===== src/hw/phy_clk_pkg.sv =====
// Purpose: shared constants and carriers for the reference clock generation block
// Assumes: one 200 MHz system clock, all rates made as one-cycle enables
// Notes:   primary oscillator modelled as a 50 MHz enable
package phy_clk_pkg;

  // ---------------------------------------------------------------
  // clock rates
  // ---------------------------------------------------------------
  localparam int unsigned CLK_MHZ          = 200;
  localparam int unsigned OSC_MHZ          = 50;
  localparam int unsigned REF25_DIV        = 2;     // primary osc halved
  localparam int unsigned REF20_NUM        = 5;     // divide by 2.5 = 2 toggles per 5 osc edges
  localparam int unsigned REF20_DEN        = 2;
  localparam int unsigned OSC_CYC          = CLK_MHZ / OSC_MHZ;       // 4
  localparam int unsigned REF20_CYC        = 10;    // 200 MHz / 20 MHz
  localparam int unsigned RXREC_DIV        = 5;     // 125 MHz recovered -> 25 MHz
  // idle window on the 20 MHz input before falling back, in ns
  localparam int unsigned REF20_IDLE_NS    = 1000;
  localparam int unsigned REF20_IDLE_CYC   = (REF20_IDLE_NS * CLK_MHZ) / 1000;

  // ---------------------------------------------------------------
  // coding-sublayer configuration bit (pin-level here)
  // ---------------------------------------------------------------
  localparam int unsigned CFG_REF25_DIS_BIT = 7;
  localparam logic [7:0]  CFG_ADDR          = 8'h17;

  // ---------------------------------------------------------------
  // reset values
  // ---------------------------------------------------------------
  localparam logic [2:0]  OSC_CNT_RST      = 3'h0;

  typedef enum logic [1:0] {
    SPEED100_NIBBLE,
    SPEED10_NIBBLE,
    SPEED10_SERIAL
  } mii_mode_e;

  typedef enum logic [1:0] {
    REC_FREE,
    REC_ACQUIRE,
    REC_LOCKED,
    REC_HOLD
  } rec_state_e;

  typedef struct packed {
    logic       speed100;
    logic       serial10;
    logic       fullDuplex;
    logic       singleRef25;
  } mode_cfg_s;

  typedef struct packed {
    logic       txClk;
    logic       rxClk;
    logic       ref25Out;
    logic       ref10Clk;
  } clk_out_s;

endpackage : phy_clk_pkg


===== src/hw/phy_reference_clock_generation.sv =====
// Purpose: reference clock division, fallback and MII clock distribution
// Assumes: all inputs synchronous to clock; clocks leave as levels built from enables, rx high 2 of 5 ticks, 20 MHz high 4 of 10 cycles
// Notes:   recovered receive clock arrives as an enable from the recovery loop
`timescale 1ns/1ps

// Summary of operation
// - primary oscillator halved onto 25 MHz output
// - primary oscillator divided by 2.5 gives 20 MHz
// - divide-by-two phase undefined after reset
// - idle 20 MHz input falls back to internal
// - config bit 7 disables 25 MHz output
// - tx clock 25, 2.5 or 10 MHz by mode
// - rx clock is recovered 125 MHz divided by five
// - recovery acquires lock when signal detect rises
// - locked recovery holds last frequency after signal loss
// - recovered clock treated asynchronous to local reference
// - single 25 MHz reference forces 100 Mb/s only
// - 10 Mb/s section runs half or full duplex
module phy_reference_clock_generation
  import phy_clk_pkg::*;
#(
  parameter int unsigned LOCK_CYC = 64
) (
  input  wire logic                  clock,
  input  wire logic                  reset_n,
  input  wire logic                  ref100Input,
  input  wire logic                  ref20Input,
  input  wire logic                  rxRecoveredTick,
  input  wire logic                  signalDetectIn,
  input  wire logic [7:0]            codingSublayerConfigReg,
  input  wire phy_clk_pkg::mode_cfg_s modeCfg,
  output logic                       ref25Output,
  output logic                       txClk,
  output logic                       rxClk,
  output logic                       ref10Clk,
  output logic                       ref20Fallback,
  output logic                       recoveryLocked,
  output logic                       speed10Enabled,
  output logic                       duplex10Full
);
  import phy_clk_pkg::*;

  // ---------------------------------------------------------------
  // state
  // ---------------------------------------------------------------
  typedef struct packed {
    logic [1:0]  oscCnt;
    logic        oscPh;
    logic        ref25;
    logic [2:0]  frac;
    logic [3:0]  ref20Cnt;
    logic        ref20;
    logic        ref20InPrev;
    logic [15:0] idleCnt;
    logic        fallback;
    logic [4:0]  div10Cnt;
    logic        clk10;
    logic [2:0]  rxDivCnt;
    logic        rxOut;
    rec_state_e  rec;
    logic [15:0] lockCnt;
    logic        txOut;
  } state_s;

  state_s q, d;

  localparam logic [15:0] IDLE_LIM  = 16'(REF20_IDLE_CYC);
  localparam logic [15:0] LOCK_LIM  = 16'(LOCK_CYC);
  localparam logic [1:0]  OSC_LAST  = 2'(OSC_CYC / 2 - 1);
  localparam logic [2:0]  FRAC_TOP  = 3'(REF20_NUM);
  localparam logic [2:0]  RX_LAST   = 3'(RXREC_DIV - 1);

  // ---------------------------------------------------------------
  // helpers
  // ---------------------------------------------------------------
  // one remainder step of the 2.5 divider: {wrap, next remainder}
  function automatic logic [3:0] frac_step(input logic [2:0] frac);
    logic [3:0] sum;
    sum = {1'b0, frac} + 4'(REF20_DEN);
    if (sum >= {1'b0, FRAC_TOP}) begin
      frac_step = {1'b1, 3'(sum - {1'b0, FRAC_TOP})};
    end else begin
      frac_step = {1'b0, sum[2:0]};
    end
  endfunction : frac_step

  // rising edge of a level against its sample one cycle back
  function automatic logic rise_of(input logic cur, input logic prev);
    rise_of = cur & ~prev;
  endfunction : rise_of

  // single 25 MHz wiring cannot run the 10 Mb/s section
  logic only100;
  assign only100 = modeCfg.singleRef25;

  // ---------------------------------------------------------------
  // next state
  // ---------------------------------------------------------------
  always_comb begin
    logic oscTick;
    logic oscEdge;
    logic ref10Tick;
    logic [4:0] div10Lim;
    logic [3:0] fracNext;
    oscTick   = 1'b0;
    oscEdge   = 1'b0;
    ref10Tick = 1'b0;
    div10Lim  = 5'h0;
    fracNext  = 4'h0;
    d = q;
    // primary oscillator edges every 2 system cycles (50 MHz square)
    if (q.oscCnt == OSC_LAST) begin
      d.oscCnt = 2'h0;
      d.oscPh  = ~q.oscPh;
      oscTick  = ~q.oscPh;
      oscEdge  = 1'b1;
    end else begin
      d.oscCnt = q.oscCnt + 2'h1;
    end
    // halve: toggle on each rising oscillator edge
    if (oscTick) d.ref25 = ~q.ref25;
    // divide by 2.5: both oscillator edges step the remainder, so the
    // 20 MHz half periods alternate 6 and 4 cycles around a 5-cycle mean
    fracNext = frac_step(q.frac);
    if (oscEdge) begin
      d.frac = fracNext[2:0];
      if (fracNext[3]) d.ref20 = ~q.ref20;
    end
    // activity watch on the dedicated 20 MHz input
    // any change restarts the count and wins over a count that just ran out
    d.ref20InPrev = ref20Input;
    if (ref20Input != q.ref20InPrev) begin
      d.idleCnt  = 16'h0;
      d.fallback = 1'b0;
    end else if (q.idleCnt != IDLE_LIM) begin
      d.idleCnt = q.idleCnt + 16'h1;
    end else begin
      d.fallback = 1'b1;
    end
    // 10 Mb/s module reference: selected 20 MHz edge
    // internal edge taken from d so the tick lines up with its own toggle
    ref10Tick = q.fallback ? rise_of(d.ref20, q.ref20) : rise_of(ref20Input, q.ref20InPrev);
    // 10 MHz serial or 2.5 MHz nibble from the 20 MHz reference
    div10Lim = modeCfg.serial10 ? 5'h0 : 5'h3;
    if (ref10Tick) begin
      if (q.div10Cnt >= div10Lim) begin
        d.div10Cnt = 5'h0;
        d.clk10    = ~q.clk10;
      end else begin
        d.div10Cnt = q.div10Cnt + 5'h1;
      end
    end
    // recovered 125 MHz ticks divided by five into 25 MHz, own clocking domain in silicon
    // no handshake here: the tick already arrives as a system-clock enable
    if (rxRecoveredTick) begin
      if (q.rxDivCnt == RX_LAST) begin
        d.rxDivCnt = 3'h0;
        d.rxOut    = 1'b1;
      end else begin
        d.rxDivCnt = q.rxDivCnt + 3'h1;
        if (q.rxDivCnt == 3'h1) d.rxOut = 1'b0;
      end
    end
    // recovery lock tracking
    // a loss during acquire falls back to free-run; only a finished lock is held
    case (q.rec)
      REC_FREE: begin
        if (signalDetectIn) begin
          d.rec     = REC_ACQUIRE;
          d.lockCnt = 16'h0;
        end
      end
      REC_ACQUIRE: begin
        if (!signalDetectIn) d.rec = REC_FREE;
        else if (q.lockCnt == LOCK_LIM) d.rec = REC_LOCKED;
        else d.lockCnt = q.lockCnt + 16'h1;
      end
      REC_LOCKED: begin
        if (!signalDetectIn) d.rec = REC_HOLD;
      end
      REC_HOLD: begin
        if (signalDetectIn) begin
          d.rec     = REC_ACQUIRE;
          d.lockCnt = 16'h0;
        end
      end
      default: d.rec = REC_FREE;
    endcase
    // tx clock mux; 100 Mb/s follows the looped-back reference input
    // serial and nibble share one divider, so a mode change may stretch one half period
    d.txOut = (modeCfg.speed100 || only100) ? ref100Input : q.clk10;
  end

  // ---------------------------------------------------------------
  // registers
  // ---------------------------------------------------------------
  // ref25 is given a reset value only to keep simulation clean; users must not
  // rely on its phase against the oscillator
  always_ff @(posedge clock or negedge reset_n) begin
    if (!reset_n) begin
      q          <= '0;
      q.oscCnt   <= OSC_CNT_RST[1:0];
      q.rec      <= REC_FREE;
    end else begin
      q <= d;
    end
  end

  // ---------------------------------------------------------------
  // outputs
  // ---------------------------------------------------------------
  // gate is combinational so a disable takes effect at once
  assign ref25Output    = q.ref25 & ~codingSublayerConfigReg[CFG_REF25_DIS_BIT];
  assign txClk          = q.txOut;
  assign rxClk          = q.rxOut;
  assign ref10Clk       = q.fallback ? q.ref20 : q.ref20InPrev;
  assign ref20Fallback  = q.fallback;
  assign recoveryLocked = (q.rec == REC_LOCKED) || (q.rec == REC_HOLD);
  assign speed10Enabled = ~only100;
  assign duplex10Full   = modeCfg.fullDuplex & ~only100;

endmodule : phy_reference_clock_generation


===== config.mk =====
export PLATFORM = sky130hd
export DESIGN_NAME = phy_reference_clock_generation
export DESIGN_NICKNAME = d
export VERILOG_FILES = /design/src/hw/phy_clk_pkg.sv /design/src/hw/phy_reference_clock_generation.sv
export SDC_FILE = /design/constraint.sdc
export NUM_CORES = 1
export LEC_CHECK = 0
export BUFFER_PORTS_ARGS = -buffer_cell sky130_fd_sc_hd__buf_4
export CORE_ASPECT_RATIO = 0.5
export CORE_MARGIN = 1
export CORE_UTILIZATION = 42
export DETAILED_ROUTE_END_ITERATION = 8
export PLACE_DENSITY_LB_ADDON = 0.1
export REMOVE_ABC_BUFFERS = 1
export SETUP_SLACK_MARGIN = 0.1
export SYNTH_ARGS = -nofsm -noshare
export SYNTH_HDL_FRONTEND = slang
export SYNTH_SLANG_ARGS = --single-unit

===== constraint.sdc =====
create_clock -name clock -period 1.9 [get_ports clock]
set_input_delay 0.285 -clock clock [delete_from_list [all_inputs] [get_ports clock]]
set_output_delay 0.285 -clock clock [all_outputs]
set_load 0.005 [all_outputs]

==> results.txt, run 1 <==
- By area, the combinational part of the netlist is dominated by simple AND/OR/NAND/NOR gates.
- Using the TritonRoute via totals, the vias-per-cell ratio works out to 5.31.
- After legalization and detailed placement, the total HPWL measured 4360 um.
* Chip Width: 124 um
- Number of cell rows: 21
- Area post-placement: 0.00356 sq mm
- In this run, the clock network consumes 22.1% of the power.
- The longest clock path from root to sink contains 2 buffers.
* DRT antenna net count: 0
- Buffer cell driving the clock tree root: sky130_fd_sc_hd__clkbuf_16
- Arrival time at the worst endpoint: 2.11 ns
- Initial Utilization: 45.2%
* Number of setup violations in the final report: 1
- Cell Pwr Density: 1070 mW/mm^2
- Most frequently used flop master after synthesis: sky130_fd_sc_hd__dfrtp_1
- Total global-route track usage: 18.3%
- Clock latency on the worst-skew pair: 0.30 ns
* Compound-Gate Fraction of Synth Area: 12.0%
- Int Power: 0.00272 W
- Of the total synthesized cell area, the portion taken by XOR and XNOR cells is 5.03%.
- The floorplan step defined a die boundary enclosing 0.00784 sq mm.
- Post-synthesis average cell area: 9.83 sq um
* Global route overflow: 0
* Top cell type's share of synthesized area: 43.9%
- Transition at the pin with the smallest max-transition slack: 0.711 ns
- Registers are responsible for 34.9% of the overall power.
- The core region is 0.00694 sq mm.
* Final instance area: 0.00393 sq mm
- Largest net degree at the start of global routing: 56
* Number of enable-type register cells in the synthesized netlist: 0
- H-tree depth reported by CTS: 2
* Worst clock skew: 0.00640 ns
- Multiplexer cells account for 3.95% of the synthesized area.
- TritonRoute pass-1 iters: 4
* WL final: 6620 um
- Inserted Clock Buffers: 5
- Setup repair after global routing could not meet its margin everywhere.
- Final worst-path cycle share: 101%
- After synthesis, flip-flops and latches occupy 43.9% of the total area.
- Subtracting the final worst setup slack from the clock period gives 1.92 ns.
* Layout cell share with drive strength beyond 1: 26.9%
- For this run, design rule violations remaining after detail routing come to 0.
* Startpoint-to-endpoint class of the critical path: reg -> reg
- Number of inserted diodes: 0
* Boundary Pins: 26
* Violations in the final reports: setup timing
* Fill cell instance count of the final layout: 611
* # hold bufs at CTS: 0
- At the end of routability-driven placement, the weighted congestion stood at 0.768.
- Synthesis inferred 55 register bits.
- Clock tree from TritonCTS: built
* Share of synthesized registers carrying an async set or reset: 100%
- Main area contributors after synthesis: sky130_fd_sc_hd__dfrtp_1 44%, sky130_fd_sc_hd__ha_1 7.2%, sky130_fd_sc_hd__nor2_1 4.4%, sky130_fd_sc_hd__xor2_1 3.9%, sky130_fd_sc_hd__mux2i_1 2.9%
- For this run, the number of Yosys warnings is 0.
- The worst setup path is captured at a register.
- In the synthesized netlist, the number of instances is 319.
* Clk sinks: 55
* Area share of and/or/nand/nor cells after synthesis: 22.2%
* Antenna violations before repair: 0
* Height of the chip: 63.1 um
- Clock-pin slew was measured on the worst setup and hold paths at 0.07 ns.
- The total count of max-transition violations in the final report came to 0.
- The netlist uses 54 different library cells.
- Post-route setup slack: -0.0204 ns
- Vias in the first global route: 2520
- Highest attainable clock frequency: 0.521 GHz
- Wire length of the first global-routing pass: 11500 um
* Number of DRC violations after detailed-routing iteration 0: 128
* Result of the run: finished with violations
- Summing over every cut layer, the via total after detailed routing is 2443.
- The synthesized netlist devotes 7.82% of its cell area to adder and majority cells.
- Netlist area before placement: 0.00314 sq mm
- The total count of hold-check failures in the final report came to 0.
* Combinational fraction of design power: 43.0%
- For the worst setup path, the data required time is 2.09 ns.
- Detail-routed net length per standard cell: 14.4 um
- Worst-path fanout max: 3
- Minimum hold slack: 0.0180 ns
- Normalized max-slew margin: 52.6%
- After the last flow step, the layout net total stands at 405.
- VDD sags by at most 0.649 mV.
* Min-delay worst type: in -> async
- Net Sw Frac: 35.7%
- Switching power: 0.00151 W
- The count of buffers added on input and output ports is 18.
- LEAKAGE: 1.73 nW
- Type of element launching the critical path: register
* Area growth from synthesis to final layout: 25.3%
- The tool flagged a number of max-cap violations equal to 0.
- Of all cell types, the one taking the most synthesized area is sky130_fd_sc_hd__dfrtp_1.
## cell families (layout without fill, tap and decap cells)
| kind of cell | Yosys count | count (layout) |
|---|---|---|
| fa+ha+maj | 19 | 19 |
| flops | 55 | 55 |
| xor+xnor | 18 | 18 |
| buf+inv | 35 | 84 |
| mux | 12 | 12 |
| compound gates | 52 | 52 |
| simple gates | 128 | 128 |
## per-stage QoR
step | instances | utilization [%] | power (W) | setup WS (ns) | TNS [ns]
CTS | 459 | 56.2 | 0.00423 | -0.0565 | -0.149
global route | 460 | 56.7 | 0.00452 | -0.0913 | -0.420
global placement | 449 | 51.4 | 0.00295 | -0.0448 | -0.0615
floorplan | 307 | - | 0.00239 | -0.640 | -6.74
finish | 460 | 56.7 | 0.00423 | -0.0204 | -0.0204
detailed placement | 449 | 51.4 | 0.00301 | -0.0843 | -0.245
## worst max-delay path: stages, from the launching register on
cell,delay (ns)
sky130_fd_sc_hd__dfrtp_1,0.39
sky130_fd_sc_hd__or4b_1,0.66
sky130_fd_sc_hd__nor4_4,0.27
sky130_fd_sc_hd__or2_4,0.19
sky130_fd_sc_hd__mux2_4,0.30
## per-layer routing
| metal | wire (um) | GRT usage [%] | vias up |
|---|---|---|---|
| li1 | - | - | 1216 |
| met1 | 3160 | 22.2 | 1191 |
| met2 | 3210 | 32.6 | 26 |
| met3 | 170 | 4.08 | 10 |
| met4 | 81 | 5.72 | 0 |
| met5 | 0 | 0 | - |
## repair_timing
item / in CTS / in global routing
buffers inserted: 3 / 1
resized for setup: 34 / 5
endpoints found under the setup margin: 26 / 24
pin swaps: 13 / 5
## layout by cell type, fill, tap and decap left out, drive strengths merged, types with 2 or more instances in the layout
cell type / Yosys / layout
a211o: 2 / 2
a21oi: 11 / 11
and2: 4 / 4
and3: 3 / 3
and4: 5 / 5
buf: 3 / 54
clkbuf: 9 / 5
clkinv: 1 / 2
dfrtp: 55 / 55
ha: 18 / 18
inv: 22 / 23
mux2: 3 / 3
mux2i: 9 / 9
nand2: 20 / 20
nand2b: 8 / 8
nand3: 13 / 13
nand4: 8 / 8
nor2: 37 / 37
nor2b: 4 / 4
nor3: 5 / 5
nor4: 7 / 7
o211ai: 2 / 2
o21ai: 17 / 17
o221ai: 2 / 2
o2bb2ai: 8 / 8
o41ai: 3 / 3
or2: 3 / 3
or4: 4 / 4
xnor2: 4 / 4
xor2: 14 / 14
## Yosys cell counts, types with 2 or more instances
library cell	count
sky130_fd_sc_hd__and3_1	3
sky130_fd_sc_hd__a211o_1	2
sky130_fd_sc_hd__nand2b_1	8
sky130_fd_sc_hd__or4_4	2
sky130_fd_sc_hd__inv_1	22
sky130_fd_sc_hd__o21ai_1	2
sky130_fd_sc_hd__ha_1	18
sky130_fd_sc_hd__buf_6	2
sky130_fd_sc_hd__mux2_2	2
sky130_fd_sc_hd__clkbuf_1	9
sky130_fd_sc_hd__and4_1	5
sky130_fd_sc_hd__xor2_1	14
sky130_fd_sc_hd__or2_1	2
sky130_fd_sc_hd__a21oi_1	11
sky130_fd_sc_hd__nor3_1	5
sky130_fd_sc_hd__o2bb2ai_2	2
sky130_fd_sc_hd__nand2_1	20
sky130_fd_sc_hd__o21ai_0	15
sky130_fd_sc_hd__nand4_1	8
sky130_fd_sc_hd__o221ai_2	2
sky130_fd_sc_hd__nand3_1	13
sky130_fd_sc_hd__dfrtp_1	55
sky130_fd_sc_hd__nor4_1	6
sky130_fd_sc_hd__xnor2_1	4
sky130_fd_sc_hd__o41ai_1	2
sky130_fd_sc_hd__nor2_1	37
sky130_fd_sc_hd__o211ai_1	2
sky130_fd_sc_hd__nor2b_1	4
sky130_fd_sc_hd__o2bb2ai_1	6
sky130_fd_sc_hd__mux2i_1	9
sky130_fd_sc_hd__or4_1	2
sky130_fd_sc_hd__and2_1	3
## state kept, by name, indices dropped and copies added (netlist names)
name	cells
q	52
ref20Fallback	1
rxClk	1
txClk	1
## path summary, 6_finish.rpt
path,start,endpoint,slack (ns),cells after the start
max in group asynchronous,reset_n,q[42],1.39,1
min reg2reg,q[57],q[58],0.45,1
max reg2reg,q[12],q[1],-0.02,4
min in group clock,ref20Input,q[46],0.10,1
max,q[12],q[1],-0.02,4
min,reset_n,q[9],0.02,1
## layout make-up
class | count | area [sq um] | area share [%]
multi-input combinational | 229 | 1770 | 45.0
sequential | 55 | 1380 | 35.0
timing repair buffer | 54 | 440 | 11.2
clock buffer | 5 | 125 | 3.18
tap | 92 | 115 | 2.93
inverter | 23 | 86.3 | 2.20
clock inverter | 2 | 17.5 | 0.446
## power by group through the flow
stage          Clock, W  Sequential, W  Combinational (W)
6_report       0.000932        0.00147            0.00182
4_1_cts        0.000965        0.00147            0.00179
3_5_place_dp          0        0.00149            0.00151
3_3_place_gp          0        0.00149            0.00146
5_1_grt         0.00101        0.00150            0.00201
2_1_floorplan         0        0.00151           0.000883
Power figures use the tool's default switching activity.
==> run 2, diff against run 1 <==
--- a/config.mk
+++ b/config.mk
@@ -9,8 +9,9 @@
 export CORE_ASPECT_RATIO = 0.5
 export CORE_MARGIN = 1
 export CORE_UTILIZATION = 42
+export CTS_CLUSTER_DIAMETER = 150
 export DETAILED_ROUTE_END_ITERATION = 8
-export PLACE_DENSITY_LB_ADDON = 0.1
+export PLACE_DENSITY = 0.58
 export REMOVE_ABC_BUFFERS = 1
 export SETUP_SLACK_MARGIN = 0.1
 export SYNTH_ARGS = -nofsm -noshare
==> run 2 against run 1 <==
Net effect:
- the flow still finishes with violations (setup timing)
- non-clock buffer count fell by 2
- critical path depth rose by 2
- clock-buffer cell count rose by 1
- final cell count fell by 0.22%
- combinational power fell by 2%
- design area fell by 0.73%
- clock skew rose by 0.0027 ns
- power rose by 2.1%
- first-iteration DRC count fell by 34%
- routed wire length fell by 5.4%
- core utilization fell by 0.41 points
- global-route usage fell by 0.99 points
- critical path type unchanged
==> results.txt, run 2 (synthesis gave the netlist of run 1 again) <==
* Largest net degree at the start of global routing: 56
- Sort of element at the end of the critical path: register
* Worst Setup SP: q[2]
* Number of setup violations in the final report: 2
- Setup Total Neg Slack: -0.0389 ns
* Core area: 0.00694 sq mm
- The floorplan has 21 rows.
- The clock tree synthesis step divided the H-tree into 2 levels.
* Clk sinks: 55
- Before antenna repair, the detailed router went through 4 iterations.
* Transition at the pin with the smallest max-transition slack: 0.705 ns
- Result of the run: finished with violations
- Antenna violations before repair: 0
- The library cells used most frequently in the layout, excluding fill and tap cells, are 55 x sky130_fd_sc_hd__dfrtp_1, 48 x sky130_fd_sc_hd__buf_4, 36 x sky130_fd_sc_hd__nor2_1.
* Vias after detailed routing: 2401
- Type of element launching the critical path: register
- The first global-routing pass estimated 11000 um of wire.
* Worst R2R Start: q[2]
* Normalized max-slew margin: 53.0%
- At the worst endpoint, the required time is 2.08 ns.
- TritonCTS built the clock tree.
- Number of DRC violations after detailed-routing iteration 0: 84
- DP HPWL: 4420 um
* WL final: 6260 um
- Detail-routed net length per standard cell: 13.6 um
* Vias in the first global route: 2348
- The congestion estimate from routability-driven global placement came to 0.744.
* Clock latency on the worst-skew pair: 0.30 ns
- Counting the buffers created by CTS gives 5.
- Power spread over the standard cell area amounts to 1110 mW/mm^2.
- Number of port buffers: 18
- In the final design database the tool counted 403 nets.
* Buffer cell driving the clock tree root: sky130_fd_sc_hd__clkbuf_16
* Worst vdd rail ir drop: 0.593 mV
* Biggest register: q
* Initial Utilization: 45.2%
- The routed design could run at a clock period as short as 1.93 ns.
- The detail route stage leaves a number of antenna-violating nets equal to 0.
- LEAKAGE: 1.74 nW
- Fill cell instance count of the final layout: 612
- Cells fill 56.3% of the core in the end.
- The longest clock path from root to sink contains 2 buffers.
- The number of antenna diodes in the final layout is 0.
- The floorplan step defined a die boundary enclosing 0.00784 sq mm.
- Maxcap violations: 0
* Arrival time at the worst endpoint: 2.11 ns
* Chip Width: 124 um
- The total count of hold-check failures in the final report is 0.
* Depth of the worst register-to-register path: 6
* Drc violations: 0
- Highest attainable clock frequency: 0.519 GHz
- The finished cells cover 0.00390 sq mm.
- Setup repair after global routing could not meet its margin everywhere.
* Clock Pin Slew Worst Setup and Hold Paths: 0.07 ns
* Most common cell after layout, fill and taps aside: sky130_fd_sc_hd__dfrtp_1
* Startpoint-to-endpoint class of the critical path: reg -> reg
- Following the worst setup path forward leads to its endpoint at q[1].
- Dividing the detail-routed via count by the number of cells gives 5.23.
- The worst hold path belongs to the class in -> async.
- Worst clock skew: 0.00907 ns
* Total global-route track usage: 17.3%
- Post-route setup slack: -0.0284 ns
- The multi-input combinational cells in the finished layout cover a total of 0.00174 sq mm.
- Of the cells placed in the final design, the portion with a size suffix greater than 1 is 25.6%.
- The total count of max-transition violations in the final report is 0.
* Worst-path fanout max: 3
* Sequential cell area: 0.00138 sq mm
- Area post-placement: 0.00355 sq mm
- Violations in the final reports: setup timing
- Setup slack, reg-to-reg: -0.03 ns
- The final critical path takes up 101% of the cycle.
* Global route overflow: 0
* Area growth from synthesis to final layout: 24.4%
- Measured along the y axis, the die boundary spans 63.1 um.
* Reg2reg end: q[1]
* Boundary Pins: 26
- The register with the most flip-flops in the layout has 52 of them.
[run 2: cell types whose count changed in the layout (fill, tap and decap cells not counted), sizes merged]
cell and change:
clkinv -1, buf -2, clkbuf +1, bufinv +1
[run 2: worst min path at each step]
| stage | start | endpoint | slack (ns) | cells after the start |
|---|---|---|---|---|
| floorplan | reset_n | q[10] | -0.01 | 0 |
| global placement | reset_n | q[12] | 0.38 | 1 |
| detailed placement | reset_n | q[9] | 0.39 | 1 |
| CTS | reset_n | q[47] | 0.07 | 1 |
| global route | ref20Input | q[46] | 0.09 | 1 |
| finish | reset_n | q[11] | 0.03 | 1 |
[run 2: what timing repair did]
| item | 4_1_cts | 5_1_grt |
|---|---|---|
| setup buffers | 1 | 3 |
| endpoints found under the setup margin | 26 | 25 |
| cloned | 0 | 0 |
| pin swaps | 11 | 8 |
| gates resized for setup | 24 | 8 |
| hold buffers | 0 | 0 |
[run 2: routing by layer]
layer  vias to the layer above  wire (um)  track usage, %
li1                       1209          -               -
met4                         0         67            5.12
met5                         -          0               0
met1                      1163       3160            22.9
met3                         6        163            4.33
met2                        23       2870            28.2
[run 2: power by group]
part           leakage, nW  switching (W)  total [W]  internal, W
Sequential           0.717       0.000120    0.00147      0.00135
Clock               0.0815       0.000434    0.00106     0.000628
Combinational        0.938       0.000930    0.00178     0.000852
Total                 1.74        0.00148    0.00431      0.00283
[run 2: area by class of cell]
class	count	share of cell area (%)
multi-input cells	229	44.6
flip-flops and latches	55	35.3
repair buffers	52	10.7
clock buffers	6	3.30
well taps	92	2.95
inverters	23	2.21
clock inverters	2	0.994
[run 2: critical path, stage by stage, from the launching register on]
cell	delay (ns)
sky130_fd_sc_hd__dfrtp_1	0.38
sky130_fd_sc_hd__inv_1	0.07
sky130_fd_sc_hd__ha_2	0.17
sky130_fd_sc_hd__or4bb_4	0.54
sky130_fd_sc_hd__nor4_4	0.17
sky130_fd_sc_hd__or2_4	0.19
sky130_fd_sc_hd__mux2_4	0.29
[run 2: per-stage QoR]
stage / power, W / worst slack [ns] / cells / hold WS, ns
global route: 0.00461 / -0.109 / 459 / 0.0892
finish: 0.00431 / -0.0284 / 459 / 0.0303
detailed placement: 0.00301 / -0.139 / 447 / 0.385
floorplan: 0.00239 / -0.640 / 307 / -0.0106
global placement: 0.00294 / -0.0673 / 447 / 0.378
CTS: 0.00427 / -0.0987 / 456 / 0.0683
==> run 3, diff against run 2 <==
--- a/config.mk
+++ b/config.mk
@@ -9,6 +9,7 @@
 export CORE_ASPECT_RATIO = 0.5
 export CORE_MARGIN = 1
 export CORE_UTILIZATION = 42
+export CTS_BUF_LIST = sky130_fd_sc_hd__clkbuf_4 sky130_fd_sc_hd__clkbuf_8
 export CTS_CLUSTER_DIAMETER = 150
 export DETAILED_ROUTE_END_ITERATION = 8
 export PLACE_DENSITY = 0.58
==> run 3 against run 2 <==
Net effect:
- the run ends with hold timing, setup timing left
- combinational power down 2%
- sequential share of layout area is 0.72 points higher
- final cell count is the same
- die area unchanged
- routed wire length down 0.21%
- flip-flop and latch count stayed put
- sequential power about the same
- via count is 0.75% higher
- critical path depth unchanged
- power fell by 6.5%
- global-route usage hardly changed
- critical endpoint unchanged
==> results.txt, run 3 (synthesis gave the netlist of run 1 again) <==
- Result of the run: finished with violations
- The checks that failed: hold timing, setup timing.
* Total global-route track usage: 17.3%
- H-tree depth reported by CTS: 2
* Vias in the first global route: 2354
- Transition at the pin with the smallest max-transition slack: 0.695 ns
- Area occupied by multi-input gates: 0.00171 sq mm
- Area growth from synthesis to final layout: 21.9%
* WL final: 6250 um
- For this design the static power due to leakage is 1.71 nW.
- Number of inserted diodes: 0
- Prior to clock tree synthesis, the placed netlist has a worst setup slack of -0.139 ns.
- In the final layout, flip-flops and latches occupy 0.00138 sq mm.
- Normalized max-slew margin: 53.7%
- Worst clock skew: 0.00991 ns
- Minimum hold slack: -0.00110 ns
- Area post-placement: 0.00355 sq mm
* Overall Power: 0.00403 W
- Die Outline Area: 0.00784 sq mm
- The congestion estimate from routability-driven global placement came to 0.744.
* Clk sinks: 55
- The finished cells cover 0.00382 sq mm.
- After floorplanning, the core was divided into 21 placement rows.
- The initial antenna violation count is 0.
* Largest net degree at the start of global routing: 56
* Slew Limit Fails: 0
- Deepest clock path buffer count: 2
* Worst-path fanout max: 3
- Across the run, the number of max-cap violations was 0.
- Core area: 0.00694 sq mm
- The worst path uses 102% of the clock period.
- Setup slack, reg-to-reg: -0.03 ns
- Number of port buffers: 18
- Derived from the worst setup path, the maximum achievable clock frequency is 0.518 GHz.
- DP HPWL: 4420 um
* Buffer cell driving the clock tree root: sky130_fd_sc_hd__clkbuf_8
- The layout has 623 filler cells.
* Detail-routed net length per standard cell: 13.6 um
* Setup repair after global routing missed its margin: yes
- The first detailed-routing pass took 4 iterations.
- Most frequent cells in the layout: 55 x sky130_fd_sc_hd__dfrtp_1, 48 x sky130_fd_sc_hd__buf_4, 36 x sky130_fd_sc_hd__nor2_1
- Number of setup violations in the final report: 2
- Cells with a size suffix above 1 make up 25.6% of the layout.
* Clock Pin Slew Worst Setup and Hold Paths: 0.10 ns
* Via-to-Cell Ratio: 5.27
* Final-stage net count: 403
- The critical path in this run is classified as reg -> reg.
- The worst setup path is captured at a register.
- Chip Width: 124 um
- Drc violations: 0
* Height of the chip: 63.1 um
* # hold bufs at CTS: 0
- Counting I/O delays and the setup requirement, the final critical path takes 1.93 ns.
- After layout, the worst setup slack is -0.0316 ns.
* Worst vdd rail ir drop: 0.548 mV
- DRT antenna net count: 0
- Leaving out fill and tap cells, the most frequent cell in the layout is sky130_fd_sc_hd__dfrtp_1.
* Clock tree from TritonCTS: built
- Ranked by flip-flop count, first place goes to q.
- Global route overflow: 0
* Clock latency on the worst-skew pair: 0.32 ns
* Cell Pwr Density: 1050 mW/mm^2
* Inserted Clock Buffers: 5
- For this configuration, the core starts out at a cell density of 45.2%.
* Number of DRC violations after detailed-routing iteration 0: 92
- The register with the most flip-flops in the layout has 52 of them.
* Arrival time at the worst endpoint: 2.14 ns
- Final hold violation count: 3
- Pin placement for this block handled 26 I/O pins.
- The first global-routing pass estimated 11000 um of wire.
- Min-delay worst type: in -> async
* Data required, critical path: 2.11 ns
* Vias after detailed routing: 2419
- STA classifies the critical path startpoint as a register.
==> run 3: worst paths after layout <==
path | startpoint | end | depth (start not counted)
hold / removal | reset_n | q[12] | 1
max in group asynchronous | reset_n | q[26] | 1
hold reg to reg | q[57] | q[58] | 1
min in group clock | ref20Input | q[46] | 1
setup reg to reg | q[2] | q[1] | 6
setup / recovery | q[2] | q[1] | 6
==> run 3: stage by stage <==
| step | setup TNS [ns] | hold WS [ns] | cells | utilization [%] |
|---|---|---|---|---|
| finish | -0.0496 | -0.00110 | 459 | 55.1 |
| global route | -0.696 | 0.0531 | 459 | 55.1 |
| CTS | -0.202 | 0.0347 | 456 | 54.5 |
| detailed placement | -0.371 | 0.385 | 447 | 51.2 |
| global placement | -0.136 | 0.378 | 447 | 51.2 |
| floorplan | -6.74 | -0.0106 | 307 | - |
==> run 3: timing repair <==
action | CTS | global route
setup endpoints to repair | 26 | 26
resized for setup | 25 | 5
setup buffers | 1 | 3
pin swaps | 9 | 5
==> run 3: area by class of cell <==
class / count / area share [%]
Multi-Input combinational cell: 229 / 44.8
Inverter: 23 / 2.26
Clock inverter: 2 / 1.01
Tap cell: 92 / 3.01
Sequential cell: 55 / 36.0
Timing Repair Buffer: 52 / 10.9
Clock buffer: 6 / 2.00
==> run 3: where the power goes <==
| group | total (W) | switching, W | internal (W) |
|---|---|---|---|
| clock network | 0.000825 | 0.000412 | 0.000414 |
| logic | 0.00174 | 0.000911 | 0.000827 |
| registers | 0.00147 | 0.000121 | 0.00135 |
==> run 3: layer usage <==
layer	up-vias	share of wire, %	global-route usage (%)	wire, um
met3	4	3.3	4.33	206
met2	31	47	28.5	2910
met5	-	0	0	0
met1	1177	49	22.8	3090
met4	0	0.67	4.82	42
li1	1207	-	-	-
==> run 3: worst max-delay path, cell delays in order (launching register included) <==
cell and delay [ns]:
sky130_fd_sc_hd__dfrtp_1 0.39, sky130_fd_sc_hd__inv_1 0.07, sky130_fd_sc_hd__ha_2 0.18, sky130_fd_sc_hd__or4bb_4 0.54, sky130_fd_sc_hd__nor4_4 0.17, sky130_fd_sc_hd__or2_4 0.19
sky130_fd_sc_hd__mux2_4 0.29
